`src/include/dsrc_pkg.sv`:
```
package dsrc_pkg;
   // register word offsets (byte addresses on the wishbone bus)
   localparam logic [4:0] OFS_MODE_WR   = 5'h00;
   localparam logic [4:0] OFS_FREQ_RAM  = 5'h04;
   localparam logic [4:0] OFS_FREQ_NV   = 5'h08;
   localparam logic [4:0] OFS_ALM_KEY   = 5'h0c;
   localparam logic [4:0] OFS_PRM_KEY   = 5'h10;
   localparam logic [4:0] OFS_RUN_BITS  = 5'h14;
   localparam logic [4:0] OFS_RUN_EN    = 5'h18;
   localparam logic [4:0] OFS_ACC_ERR   = 5'h1c;

   // command and done bit positions in the command/done words
   localparam int CMD_MODE     = 0;
   localparam int CMD_FREQ_RAM = 1;
   localparam int CMD_FREQ_NV  = 2;
   localparam int CMD_ALM_CLR  = 3;
   localparam int CMD_PRM_CLR  = 4;
   localparam int NUM_CMD      = 5;

   // data codes
   localparam logic [15:0] MODE_NET      = 16'h0000;
   localparam logic [15:0] MODE_EXT      = 16'h0001;
   localparam logic [15:0] MODE_PANEL    = 16'h0002;
   localparam logic [15:0] ERR_ACCESS    = 16'hffff;
   localparam logic [15:0] ERR_NONE      = 16'h0000;
   localparam logic [15:0] ERR_PARAM_BASE = 16'h8000;
   localparam logic [15:0] FREQ_MAX      = 16'd12000;
   localparam logic [15:0] KEY_ALM_CLR   = 16'h9696;
   localparam logic [15:0] KEY_ALL_KEEP  = 16'h9696;
   localparam logic [15:0] KEY_ALL_TERM  = 16'h9966;
   localparam logic [15:0] KEY_NOCOM_KEEP = 16'h5a5a;
   localparam logic [15:0] KEY_NOCOM_TERM = 16'h55aa;
   localparam logic [7:0]  FUNC_SEQ_RUN  = 8'd50;
   localparam logic [11:0] RUN_BITS_MASK = 12'hfff;
   localparam logic [15:0] RESET_VALUE   = 16'h0000;

   // operation modes held by the drive
   typedef enum logic [1:0] {
      DSRC_OP_NET   = 2'b00,
      DSRC_OP_EXT   = 2'b01,
      DSRC_OP_PANEL = 2'b10
   } dsrc_mode_t;

   // parameter clear request toward the parameter store
   typedef struct packed {
      logic valid;
      logic clr_comm;
      logic clr_term;
   } dsrc_prm_clr_t;

   // write request toward a set-frequency store
   typedef struct packed {
      logic        valid;
      logic [15:0] value;
   } dsrc_freq_wr_t;
endpackage

```
`src/design/dsrc_top.sv`:
```
// Overview of operation
// - mode codes 0..2 accepted, else FFFFh error
// - good mode change: done bit, error zero
// - failed mode write keeps current mode
// - nonzero mode selection parameter freezes mode
// - volatile frequency register loads RAM set frequency
// - frequency above 12000 posts FFFFh, unchanged
// - good frequency write: done bit, error zero
// - nonvolatile frequency write, same unit and checks
// - key 9696h erases whole alarm history
// - alarm clear done zeroes error; bad key FFFFh
// - 9696h/9966h clear all; 9966h also terminals
// - 5A5Ah/55AAh spare comm; 55AAh clears terminals
// - reset selection parameter 75 never cleared
// - parameter clear done zero; bad key FFFFh
// - run bits 0..11 are virtual inputs, reset zero
// - sequence-run function 50 not assignable to run bits
// - enabled run bit overrides terminal and network input
// - override only in external or network mode
// - failed parameter write posts number plus 8000h
// - disabled or out-of-range write posts error code
// - act only on command rising edge, done completes
//
// Our own choices: the register offsets and the Wishbone register port.
module dsrc_top #(
   parameter int RUN_BITS = 12
) (
   // clock and reset
   input  wire logic                   SYS_CLK,
   input  wire logic                   RESET,
   input  wire logic                   CLK_EN,
   // wishbone slave
   input  wire logic                   WB_CYC_I,
   input  wire logic                   WB_STB_I,
   input  wire logic                   WB_WE_I,
   input  wire logic [4:0]             WB_ADR_I,
   input  wire logic [3:0]             WB_SEL_I,
   input  wire logic [31:0]            WB_DAT_I,
   output logic      [31:0]            WB_DAT_O,
   output logic                        WB_ACK_O,
   // command strobes from the sequence program and their completions
   input  wire logic [4:0]             CMD_IN,
   output logic      [4:0]             DONE_OUT,
   // drive state inputs
   input  wire logic                   MOTOR_RUNNING,
   input  wire logic [15:0]            MODE_SEL_PARAM,
   input  wire logic [15:0]            PARAM_FAIL_NUM,
   input  wire logic                   PARAM_FAIL,
   input  wire logic [RUN_BITS-1:0]    TERMINAL_IN,
   input  wire logic [RUN_BITS-1:0]    NETWORK_IN,
   input  wire logic [RUN_BITS*8-1:0]  INPUT_FUNC_PARAMS,
   // drive side results
   output logic      [1:0]             OP_MODE,
   output logic      [15:0]            SET_FREQ_RAM,
   output logic      [15:0]            NV_FREQ_DATA,
   output logic                        NV_FREQ_WRITE,
   output logic                        ALARM_HIST_CLEAR,
   output logic                        PRM_CLR_VALID,
   output logic                        PRM_CLR_COMM,
   output logic                        PRM_CLR_TERM,
   output logic      [RUN_BITS-1:0]    EFFECTIVE_IN,
   output logic      [RUN_BITS-1:0]    FUNC_ALLOWED
);

   // registers
   logic [15:0]         mode_wr_ff;
   logic [15:0]         freq_ram_ff;
   logic [15:0]         freq_nv_ff;
   logic [15:0]         alm_key_ff;
   logic [15:0]         prm_key_ff;
   logic [15:0]         run_bits_ff;
   logic [15:0]         run_en_ff;
   logic [15:0]         acc_err_ff;
   dsrc_pkg::dsrc_mode_t mode_ff;
   logic [15:0]         set_freq_ff;
   logic [15:0]         nv_freq_ff;
   logic                nv_wr_ff;
   logic                alm_clr_ff;
   dsrc_pkg::dsrc_prm_clr_t prm_clr_ff;
   logic [4:0]          cmd_s1_ff;
   logic [4:0]          cmd_s2_ff;
   logic [4:0]          cmd_d_ff;
   logic [4:0]          done_ff;
   logic                ack_ff;
   logic [31:0]         rdata_ff;
   logic                run_s1_ff;
   logic                run_s2_ff;
   logic                pfail_s1_ff;
   logic                pfail_s2_ff;
   logic [RUN_BITS-1:0] term_s1_ff;
   logic [RUN_BITS-1:0] term_s2_ff;
   logic [RUN_BITS-1:0] net_s1_ff;
   logic [RUN_BITS-1:0] net_s2_ff;
   logic [RUN_BITS-1:0] eff_ff;

   // combinational helpers
   logic [4:0]  rise;
   logic        wr_req;
   logic        fix_mode;
   logic        mode_ok;
   logic        ram_ok;
   logic        nv_ok;
   logic        alm_ok;
   logic        prm_ok;
   logic        any_err;
   logic        any_ok;
   logic        param_err;
   logic [15:0] nxt_acc_err;

   // a word from the bus is a 16-bit register in the low half, bytes 0 and 1
   function automatic logic [15:0] merge16(input logic [15:0] old, input logic [31:0] d,
                                           input logic [3:0] sel);
      logic [15:0] r;
      r = old;
      if (sel[0]) begin
         r[7:0] = d[7:0];
      end
      if (sel[1]) begin
         r[15:8] = d[15:8];
      end
      return r;
   endfunction

   // any of the four parameter-clear keys
   function automatic logic is_prm_key(input logic [15:0] k);
      return (k == dsrc_pkg::KEY_ALL_KEEP) || (k == dsrc_pkg::KEY_ALL_TERM) ||
             (k == dsrc_pkg::KEY_NOCOM_KEEP) || (k == dsrc_pkg::KEY_NOCOM_TERM);
   endfunction

   // asynchronous pins pass two flops before any logic reads them
   // both stages reset low, so no false command edge follows reset
   always_ff @(posedge SYS_CLK) begin
      if (RESET) begin
         cmd_s1_ff   <= '0;
         cmd_s2_ff   <= '0;
         run_s1_ff   <= 1'b0;
         run_s2_ff   <= 1'b0;
         pfail_s1_ff <= 1'b0;
         pfail_s2_ff <= 1'b0;
         term_s1_ff  <= '0;
         term_s2_ff  <= '0;
         net_s1_ff   <= '0;
         net_s2_ff   <= '0;
      end else if (CLK_EN) begin
         cmd_s1_ff   <= CMD_IN;
         cmd_s2_ff   <= cmd_s1_ff;
         run_s1_ff   <= MOTOR_RUNNING;
         run_s2_ff   <= run_s1_ff;
         pfail_s1_ff <= PARAM_FAIL;
         pfail_s2_ff <= pfail_s1_ff;
         term_s1_ff  <= TERMINAL_IN;
         term_s2_ff  <= term_s1_ff;
         net_s1_ff   <= NETWORK_IN;
         net_s2_ff   <= net_s1_ff;
      end
   end

   // only a low-to-high command transition starts a transaction
   always_ff @(posedge SYS_CLK) begin
      if (RESET) begin
         cmd_d_ff <= '0;
      end else if (CLK_EN) begin
         cmd_d_ff <= cmd_s2_ff;
      end
   end
   assign rise     = cmd_s2_ff & ~cmd_d_ff;
   // the mode selection parameter is a same-clock level and is read directly
   assign fix_mode = (MODE_SEL_PARAM != 16'h0000);

   // validity of each command; a running motor refuses mode, alarm and parameter work
   assign mode_ok = !fix_mode && !run_s2_ff && (mode_wr_ff <= dsrc_pkg::MODE_PANEL);
   assign ram_ok  = (freq_ram_ff <= dsrc_pkg::FREQ_MAX);
   assign nv_ok   = (freq_nv_ff <= dsrc_pkg::FREQ_MAX);
   assign alm_ok  = !run_s2_ff && (alm_key_ff == dsrc_pkg::KEY_ALM_CLR);
   assign prm_ok  = !run_s2_ff && is_prm_key(prm_key_ff);

   // two commands rising together may yield a success and a failure at once
   assign any_ok  = (rise[dsrc_pkg::CMD_MODE] && mode_ok) ||
                    (rise[dsrc_pkg::CMD_FREQ_RAM] && ram_ok) ||
                    (rise[dsrc_pkg::CMD_FREQ_NV] && nv_ok) ||
                    (rise[dsrc_pkg::CMD_ALM_CLR] && alm_ok) ||
                    (rise[dsrc_pkg::CMD_PRM_CLR] && prm_ok);
   assign any_err = (rise[dsrc_pkg::CMD_MODE] && !mode_ok) ||
                    (rise[dsrc_pkg::CMD_FREQ_RAM] && !ram_ok) ||
                    (rise[dsrc_pkg::CMD_FREQ_NV] && !nv_ok) ||
                    (rise[dsrc_pkg::CMD_ALM_CLR] && !alm_ok) ||
                    (rise[dsrc_pkg::CMD_PRM_CLR] && !prm_ok);

   // a failed parameter write is reported from outside, through the synchroniser
   assign param_err = pfail_s2_ff;

   // error code; a failure outranks a success landing in the same cycle
   always_comb begin
      nxt_acc_err = acc_err_ff;
      if (any_ok) begin
         nxt_acc_err = dsrc_pkg::ERR_NONE;
      end
      if (param_err) begin
         nxt_acc_err = dsrc_pkg::ERR_PARAM_BASE + PARAM_FAIL_NUM;
      end
      if (any_err) begin
         nxt_acc_err = dsrc_pkg::ERR_ACCESS;
      end
   end

   // completion bits: set on the edge, cleared once the command falls
   // a fresh rise wins over the clear term in the same cycle
   always_ff @(posedge SYS_CLK) begin
      if (RESET) begin
         done_ff <= '0;
      end else if (CLK_EN) begin
         done_ff <= (done_ff & cmd_s2_ff) | rise;
      end
   end

   // operation mode changes only on a valid, unfrozen write
   always_ff @(posedge SYS_CLK) begin
      if (RESET) begin
         mode_ff <= dsrc_pkg::DSRC_OP_NET;
      end else if (CLK_EN && rise[dsrc_pkg::CMD_MODE] && mode_ok) begin
         mode_ff <= dsrc_pkg::dsrc_mode_t'(mode_wr_ff[1:0]);
      end
   end

   // volatile set frequency
   always_ff @(posedge SYS_CLK) begin
      if (RESET) begin
         set_freq_ff <= dsrc_pkg::RESET_VALUE;
      end else if (CLK_EN && rise[dsrc_pkg::CMD_FREQ_RAM] && ram_ok) begin
         set_freq_ff <= freq_ram_ff;
      end
   end

   // non-volatile set frequency: one-cycle store strobe to the eeprom writer
   // one strobe per accepted write only, since every store wears the eeprom
   always_ff @(posedge SYS_CLK) begin
      if (RESET) begin
         nv_freq_ff <= dsrc_pkg::RESET_VALUE;
         nv_wr_ff   <= 1'b0;
      end else if (CLK_EN) begin
         nv_wr_ff <= rise[dsrc_pkg::CMD_FREQ_NV] && nv_ok;
         if (rise[dsrc_pkg::CMD_FREQ_NV] && nv_ok) begin
            nv_freq_ff <= freq_nv_ff;
         end
      end
   end

   // alarm history and parameter clear strobes
   always_ff @(posedge SYS_CLK) begin
      if (RESET) begin
         alm_clr_ff <= 1'b0;
         prm_clr_ff <= '0;
      end else if (CLK_EN) begin
         alm_clr_ff       <= rise[dsrc_pkg::CMD_ALM_CLR] && alm_ok;
         prm_clr_ff.valid <= rise[dsrc_pkg::CMD_PRM_CLR] && prm_ok;
         // parameter 75 is never in the cleared set; the store honours that
         prm_clr_ff.clr_comm <= (prm_key_ff == dsrc_pkg::KEY_ALL_KEEP) ||
                                (prm_key_ff == dsrc_pkg::KEY_ALL_TERM);
         prm_clr_ff.clr_term <= (prm_key_ff == dsrc_pkg::KEY_ALL_TERM) ||
                                (prm_key_ff == dsrc_pkg::KEY_NOCOM_TERM);
      end
   end

   // run-control override per bit, only outside panel mode
   // a bit given the sequence-run function reads low rather than pass through
   genvar gi;
   generate
      for (gi = 0; gi < RUN_BITS; gi++) begin : g_run
         logic allowed;
         assign allowed = (INPUT_FUNC_PARAMS[gi*8 +: 8] != dsrc_pkg::FUNC_SEQ_RUN);
         assign FUNC_ALLOWED[gi] = allowed;
         always_ff @(posedge SYS_CLK) begin
            if (RESET) begin
               eff_ff[gi] <= 1'b0;
            end else if (CLK_EN) begin
               if (run_en_ff[gi] && (mode_ff != dsrc_pkg::DSRC_OP_PANEL)) begin
                  eff_ff[gi] <= run_bits_ff[gi] && allowed;
               end else begin
                  eff_ff[gi] <= term_s2_ff[gi] | net_s2_ff[gi];
               end
            end
         end
      end
   endgenerate

   // wishbone: one-cycle wait then ack, dropped the cycle after;
   // a write lands at the edge that sees ack high, the same edge at which
   // the master takes the answer and releases the request
   assign wr_req = WB_CYC_I && WB_STB_I && WB_WE_I && ack_ff;
   always_ff @(posedge SYS_CLK) begin
      if (RESET) begin
         ack_ff <= 1'b0;
      end else if (CLK_EN) begin
         ack_ff <= WB_CYC_I && WB_STB_I && !ack_ff;
      end
   end

   // register writes; the error register lets hardware win over software
   // keys stay as written, so each new command rise re-checks the same key
   always_ff @(posedge SYS_CLK) begin
      if (RESET) begin
         mode_wr_ff  <= dsrc_pkg::RESET_VALUE;
         freq_ram_ff <= dsrc_pkg::RESET_VALUE;
         freq_nv_ff  <= dsrc_pkg::RESET_VALUE;
         alm_key_ff  <= dsrc_pkg::RESET_VALUE;
         prm_key_ff  <= dsrc_pkg::RESET_VALUE;
         run_bits_ff <= dsrc_pkg::RESET_VALUE;
         run_en_ff   <= dsrc_pkg::RESET_VALUE;
         acc_err_ff  <= dsrc_pkg::RESET_VALUE;
      end else if (CLK_EN) begin
         acc_err_ff <= nxt_acc_err;
         if (wr_req) begin
            unique case (WB_ADR_I)
               dsrc_pkg::OFS_MODE_WR:  mode_wr_ff  <= merge16(mode_wr_ff, WB_DAT_I, WB_SEL_I);
               dsrc_pkg::OFS_FREQ_RAM: freq_ram_ff <= merge16(freq_ram_ff, WB_DAT_I, WB_SEL_I);
               dsrc_pkg::OFS_FREQ_NV:  freq_nv_ff  <= merge16(freq_nv_ff, WB_DAT_I, WB_SEL_I);
               dsrc_pkg::OFS_ALM_KEY:  alm_key_ff  <= merge16(alm_key_ff, WB_DAT_I, WB_SEL_I);
               dsrc_pkg::OFS_PRM_KEY:  prm_key_ff  <= merge16(prm_key_ff, WB_DAT_I, WB_SEL_I);
               dsrc_pkg::OFS_RUN_BITS: run_bits_ff <=
                  merge16(run_bits_ff, WB_DAT_I, WB_SEL_I) & {4'h0, dsrc_pkg::RUN_BITS_MASK};
               dsrc_pkg::OFS_RUN_EN:   run_en_ff   <=
                  merge16(run_en_ff, WB_DAT_I, WB_SEL_I) & {4'h0, dsrc_pkg::RUN_BITS_MASK};
               dsrc_pkg::OFS_ACC_ERR: begin
                  if (!any_ok && !any_err && !param_err) begin
                     acc_err_ff <= merge16(acc_err_ff, WB_DAT_I, WB_SEL_I);
                  end
               end
               default: ;
            endcase
         end
      end
   end

   // read data is registered; unmapped addresses read zero
   // the address is sampled every cycle, so data stands while ack is high
   always_ff @(posedge SYS_CLK) begin
      if (RESET) begin
         rdata_ff <= '0;
      end else if (CLK_EN) begin
         unique case (WB_ADR_I)
            dsrc_pkg::OFS_MODE_WR:  rdata_ff <= {16'h0000, mode_wr_ff};
            dsrc_pkg::OFS_FREQ_RAM: rdata_ff <= {16'h0000, freq_ram_ff};
            dsrc_pkg::OFS_FREQ_NV:  rdata_ff <= {16'h0000, freq_nv_ff};
            dsrc_pkg::OFS_ALM_KEY:  rdata_ff <= {16'h0000, alm_key_ff};
            dsrc_pkg::OFS_PRM_KEY:  rdata_ff <= {16'h0000, prm_key_ff};
            dsrc_pkg::OFS_RUN_BITS: rdata_ff <= {16'h0000, run_bits_ff};
            dsrc_pkg::OFS_RUN_EN:   rdata_ff <= {16'h0000, run_en_ff};
            dsrc_pkg::OFS_ACC_ERR:  rdata_ff <= {16'h0000, acc_err_ff};
            default:                rdata_ff <= '0;
         endcase
      end
   end

   // outputs
   // all but the function mask come straight from flip-flops
   assign WB_ACK_O         = ack_ff;
   assign WB_DAT_O         = rdata_ff;
   assign DONE_OUT         = done_ff;
   assign OP_MODE          = mode_ff;
   assign SET_FREQ_RAM     = set_freq_ff;
   assign NV_FREQ_DATA     = nv_freq_ff;
   assign NV_FREQ_WRITE    = nv_wr_ff;
   assign ALARM_HIST_CLEAR = alm_clr_ff;
   assign PRM_CLR_VALID    = prm_clr_ff.valid;
   assign PRM_CLR_COMM     = prm_clr_ff.clr_comm;
   assign PRM_CLR_TERM     = prm_clr_ff.clr_term;
   assign EFFECTIVE_IN     = eff_ff;

endmodule

```
`config.mk`:
```
export PLATFORM = sky130hd
export DESIGN_NAME = dsrc_top
export DESIGN_NICKNAME = d
export VERILOG_FILES = /design/src/include/dsrc_pkg.sv /design/src/design/dsrc_top.sv
export SDC_FILE = /design/constraint.sdc
export NUM_CORES = 1
export LEC_CHECK = 0
export BUFFER_PORTS_ARGS = -buffer_cell sky130_fd_sc_hd__buf_2
export CELL_PAD_IN_SITES_DETAIL_PLACEMENT = 0
export CELL_PAD_IN_SITES_GLOBAL_PLACEMENT = 1
export CORE_MARGIN = 1
export CORE_UTILIZATION = 24
export DETAILED_ROUTE_END_ITERATION = 16
export GPL_ROUTABILITY_DRIVEN = 0
export PLACE_DENSITY = 0.53
export SYNTH_ARGS = -nofsm -noshare
export SYNTH_HDL_FRONTEND = slang
export SYNTH_SLANG_ARGS = --single-unit
```
`constraint.sdc`:
```
create_clock -name SYS_CLK -period 3 [get_ports SYS_CLK]
set_input_delay 0.45 -clock SYS_CLK [delete_from_list [all_inputs] [get_ports SYS_CLK]]
set_output_delay 0.45 -clock SYS_CLK [all_outputs]
set_load 0.02 [all_outputs]
```
==> results by group <==
Timing
  – Actual slew at the worst max-slew pin: 0.892 ns
  – # setup viols final: 0
  – Pins Over Slew Limit: 0
  – Final Hold Vio Count: 0
  – Clock Skew: 0.0267 ns
  – F_max: 0.357 GHz
  – RSZ-0062 raised after global routing: false
  – Final critical-path required period: ~2.8 ns
  – Setup_tns: 0 ns
  – Final Cycle Share: 0.933
  – Slew HR: 0.405

Logic synthesis
  – Top cell type's share of synthesized area: 0.448
  – Syn Area/Cell: between 9 and 10 um2
  – Dominant register cell in the synthesized netlist: dfxtp_1
  – Synth top area cells: dfxtp_1 45%, mux2i_1 17%, nor2_1 9.5%
  – Area leader, netlist: dfxtp_1
  – Post-synth EDFFs: 0
  – Mapped Area: 11600 um2
  – Synth cell types: 65
  – Yosys reg bits: 260
  – Synthesized instance count: 1277
  – Yosys warning total: 0
  – Async set-reset flop share out of synthesis: 0
  – Post-synthesis sequential area ratio: 0.448

Drt
  – Drt pass-1 iters: 5
  – DRT Wirelength: 43.7 mm
  – DR DRC count: 0
  – First DRT Iteration DRCs: 585
  – Post-DRT Antenna Nets: 0
  – Drt wl/cell: 20.0 um
  – Vias: 10300
  – Vias/cell: 4.74

Floorplan
  – Die area: 49300 um2
  – Die Wd: around 220 um
  – Core Region: 47700 um2
  – FP Rows: 80
  – Die Y: 222 um
  – Starting Density: 0.243
  – # IOs: 307

Setup path
  – Endpoint type of the worst setup path: register
  – Startpoint class of the critical path: register
  – Critical Path Fanout Max: 10
  – FF-to-FF path depth: 9
  – Crit Path Category: register to register
  – CP required: roughly 3.5 ns
  – Crit path DAT: 3.25 ns

GRT
  – First-pass GRT wire length: ~64 mm
  – Largest net degree at the start of global routing: 116
  – Gr ovfl total: 0
  – GR Util All Layers: 0.174
  – Vias in the first global route: 9744
  – Initial antenna violation count: 2

Placed design
  – HPWL Detailed: 31.7 mm
  – Placed cells: around 2100
  – Port-buffer cells: 272

Final layout
  – Post-route insts no fill: ~2200
  – Layout filler cell count: between 4000 and 5000
  – Fin nets: 1752
  – Synth-to-layout area growth: 28.5%
  – Share of cells above drive strength 1: 0.259

Power
  – Maximum VDD drop: roughly 0.00032 V
  – Leakage dissipation: ~6 nW
  – Pwr dens: approximately 560 nW/um2

Clock network
  – Worst-path clk slew: roughly 0.06 ns
  – CTS tree: yes
  – CTS max path bufs: 3
  – Total CTS buffers: 34
  – CTS root buf: clkbuf_16
  – H-tree levels: 2
  – Clk Latency, worst-skew pair: 0.55 ns
  – CTS Sinks: 260

Outcome
  – Status: finished, final reports clean

Min path
  – Hold WC Path Type: input pin to register
  – WHS Path Cells: 3

Flow run
  – Max Cap Viol: 0
[synth_stat cells, types with 7 or more instances]
| cell type | number |
|---|---|
| clkbuf_1 | 65 |
| inv_1 | 19 |
| a22oi_1 | 38 |
| a22o_1 | 14 |
| nor2_1 | 293 |
| a31oi_1 | 16 |
| o31ai_1 | 16 |
| a211oi_1 | 16 |
| nor3_1 | 19 |
| nand2_1 | 37 |
| and2_1 | 15 |
| nor3_2 | 7 |
| buf_1 | 12 |
| dfxtp_1 | 260 |
| nor4_1 | 12 |
| o21ai_0 | 8 |
| mux2i_1 | 201 |
| a21oi_1 | 51 |
| nand4_1 | 17 |
| nor4b_1 | 13 |
| a221oi_1 | 22 |
| buf_4 | 30 |
| o211ai_1 | 7 |
[layout by cell type, fill, tap and decap left out, drive strengths merged, types with 5 or more instances in the layout]
cell and n:
a211oi 17, a21oi 51, a221oi 24, a22o 14
a22oi 38, a31oi 16, and2 15, buf 330
clkbuf 48, clkinv 5, conb 16, dfxtp 260
inv 21, mux2i 201, nand2 38, nand2b 6
nand3 6, nand4 17, nand4b 6, nor2 297
nor2b 5, nor3 28, nor4 12, nor4b 13
o211ai 7, o21ai 10, o311ai 5, o31ai 18
or4bb 7
[final timing paths]
path | from | to | slack [ns]
worst max-delay path | alm_key_ff[11] | acc_err_ff[7] | 0.20
worst min-delay path | TERMINAL_IN[6] | term_s1_ff[6] | 0.13
worst max register to register | alm_key_ff[11] | acc_err_ff[7] | 0.20
worst min register to register | SET_FREQ_RAM[15] | SET_FREQ_RAM[15] | 0.45
[power breakdown]
group	internal [mW]	switching (mW)	total, mW	leakage (nW)
Combinational	0.247	0.379	0.626	3.38
Clock	2.56	1.61	4.17	0.550
Sequential	3.53	0.0594	3.59	2.11
Total	6.34	2.05	8.39	6.04
[critical path: stages, from the launching register on]
cell and delay, ns:
dfxtp_1 0.32, or4b_1 0.57, nor4_1 0.31, buf_4 0.17, and4_1 0.23, or4_1 0.34, or3_4 0.22, buf_4 0.18
o21ai_1 0.10, a221oi_2 0.26
[what timing repair did]
item | CTS | global route
buffers inserted | 0 | 1
hold buffers | 0 | 0
resized for setup | 0 | 1
endpoints found under the setup margin | 0 | 8
[layout make-up]
class                      instances  area, um2  share of cell area
multi-input combinational        899       5840               0.392
sequential                       260       5200               0.349
timing repair buffer             331       1900               0.127
clock buffer                      47        951              0.0637
tap                              615        769              0.0516
clock inverter                    10        176              0.0118
inverter                          20       75.1             0.00503
antenna                            1       2.50            0.000168
[routing by layer]
| layer | up-vias | global-route usage | part of all wire |
|---|---|---|---|
| li1 | 5073 | - | - |
| met1 | 4898 | 0.236 | 0.46 |
| met2 | 305 | 0.277 | 0.46 |
| met3 | 61 | 0.0321 | 0.056 |
| met4 | 2 | 0.0547 | 0.024 |
| met5 | - | 0 | 0.00039 |
[metrics by stage]
step                setup WS, ns  hold WS, ns   util  total power [mW]  area, um2
global route              0.0270        0.131  0.313              8.72      14900
global placement          0.0340        0.438  0.289              4.29      13800
finish                     0.202        0.131  0.313              8.39      14900
floorplan                  0.558        0.459      -              4.01      11700
detailed placement        0.0158        0.440  0.289              4.30      13800
CTS                        0.103        0.100  0.312              8.53      14900
[cells by family after synthesis]
group	synth area share
compound gates	0.131
buf+inv	0.0538
flops	0.448
mux	0.173
other cells	0.000323
simple gates	0.194
[flip-flops by register name, indices dropped and copies added (netlist names), 12 cells and up]
name / count
acc_err_ff: 16
run_en_ff: 12
net_s2_ff: 12
SET_FREQ_RAM: 16
run_bits_ff: 12
mode_wr_ff: 16
prm_key_ff: 16
NV_FREQ_DATA: 16
EFFECTIVE_IN: 12
net_s1_ff: 12
alm_key_ff: 16
term_s2_ff: 12
freq_nv_ff: 16
freq_ram_ff: 16
term_s1_ff: 12
WB_DAT_O: 16
No activity file was read; power rests on OpenSTA's default activity.
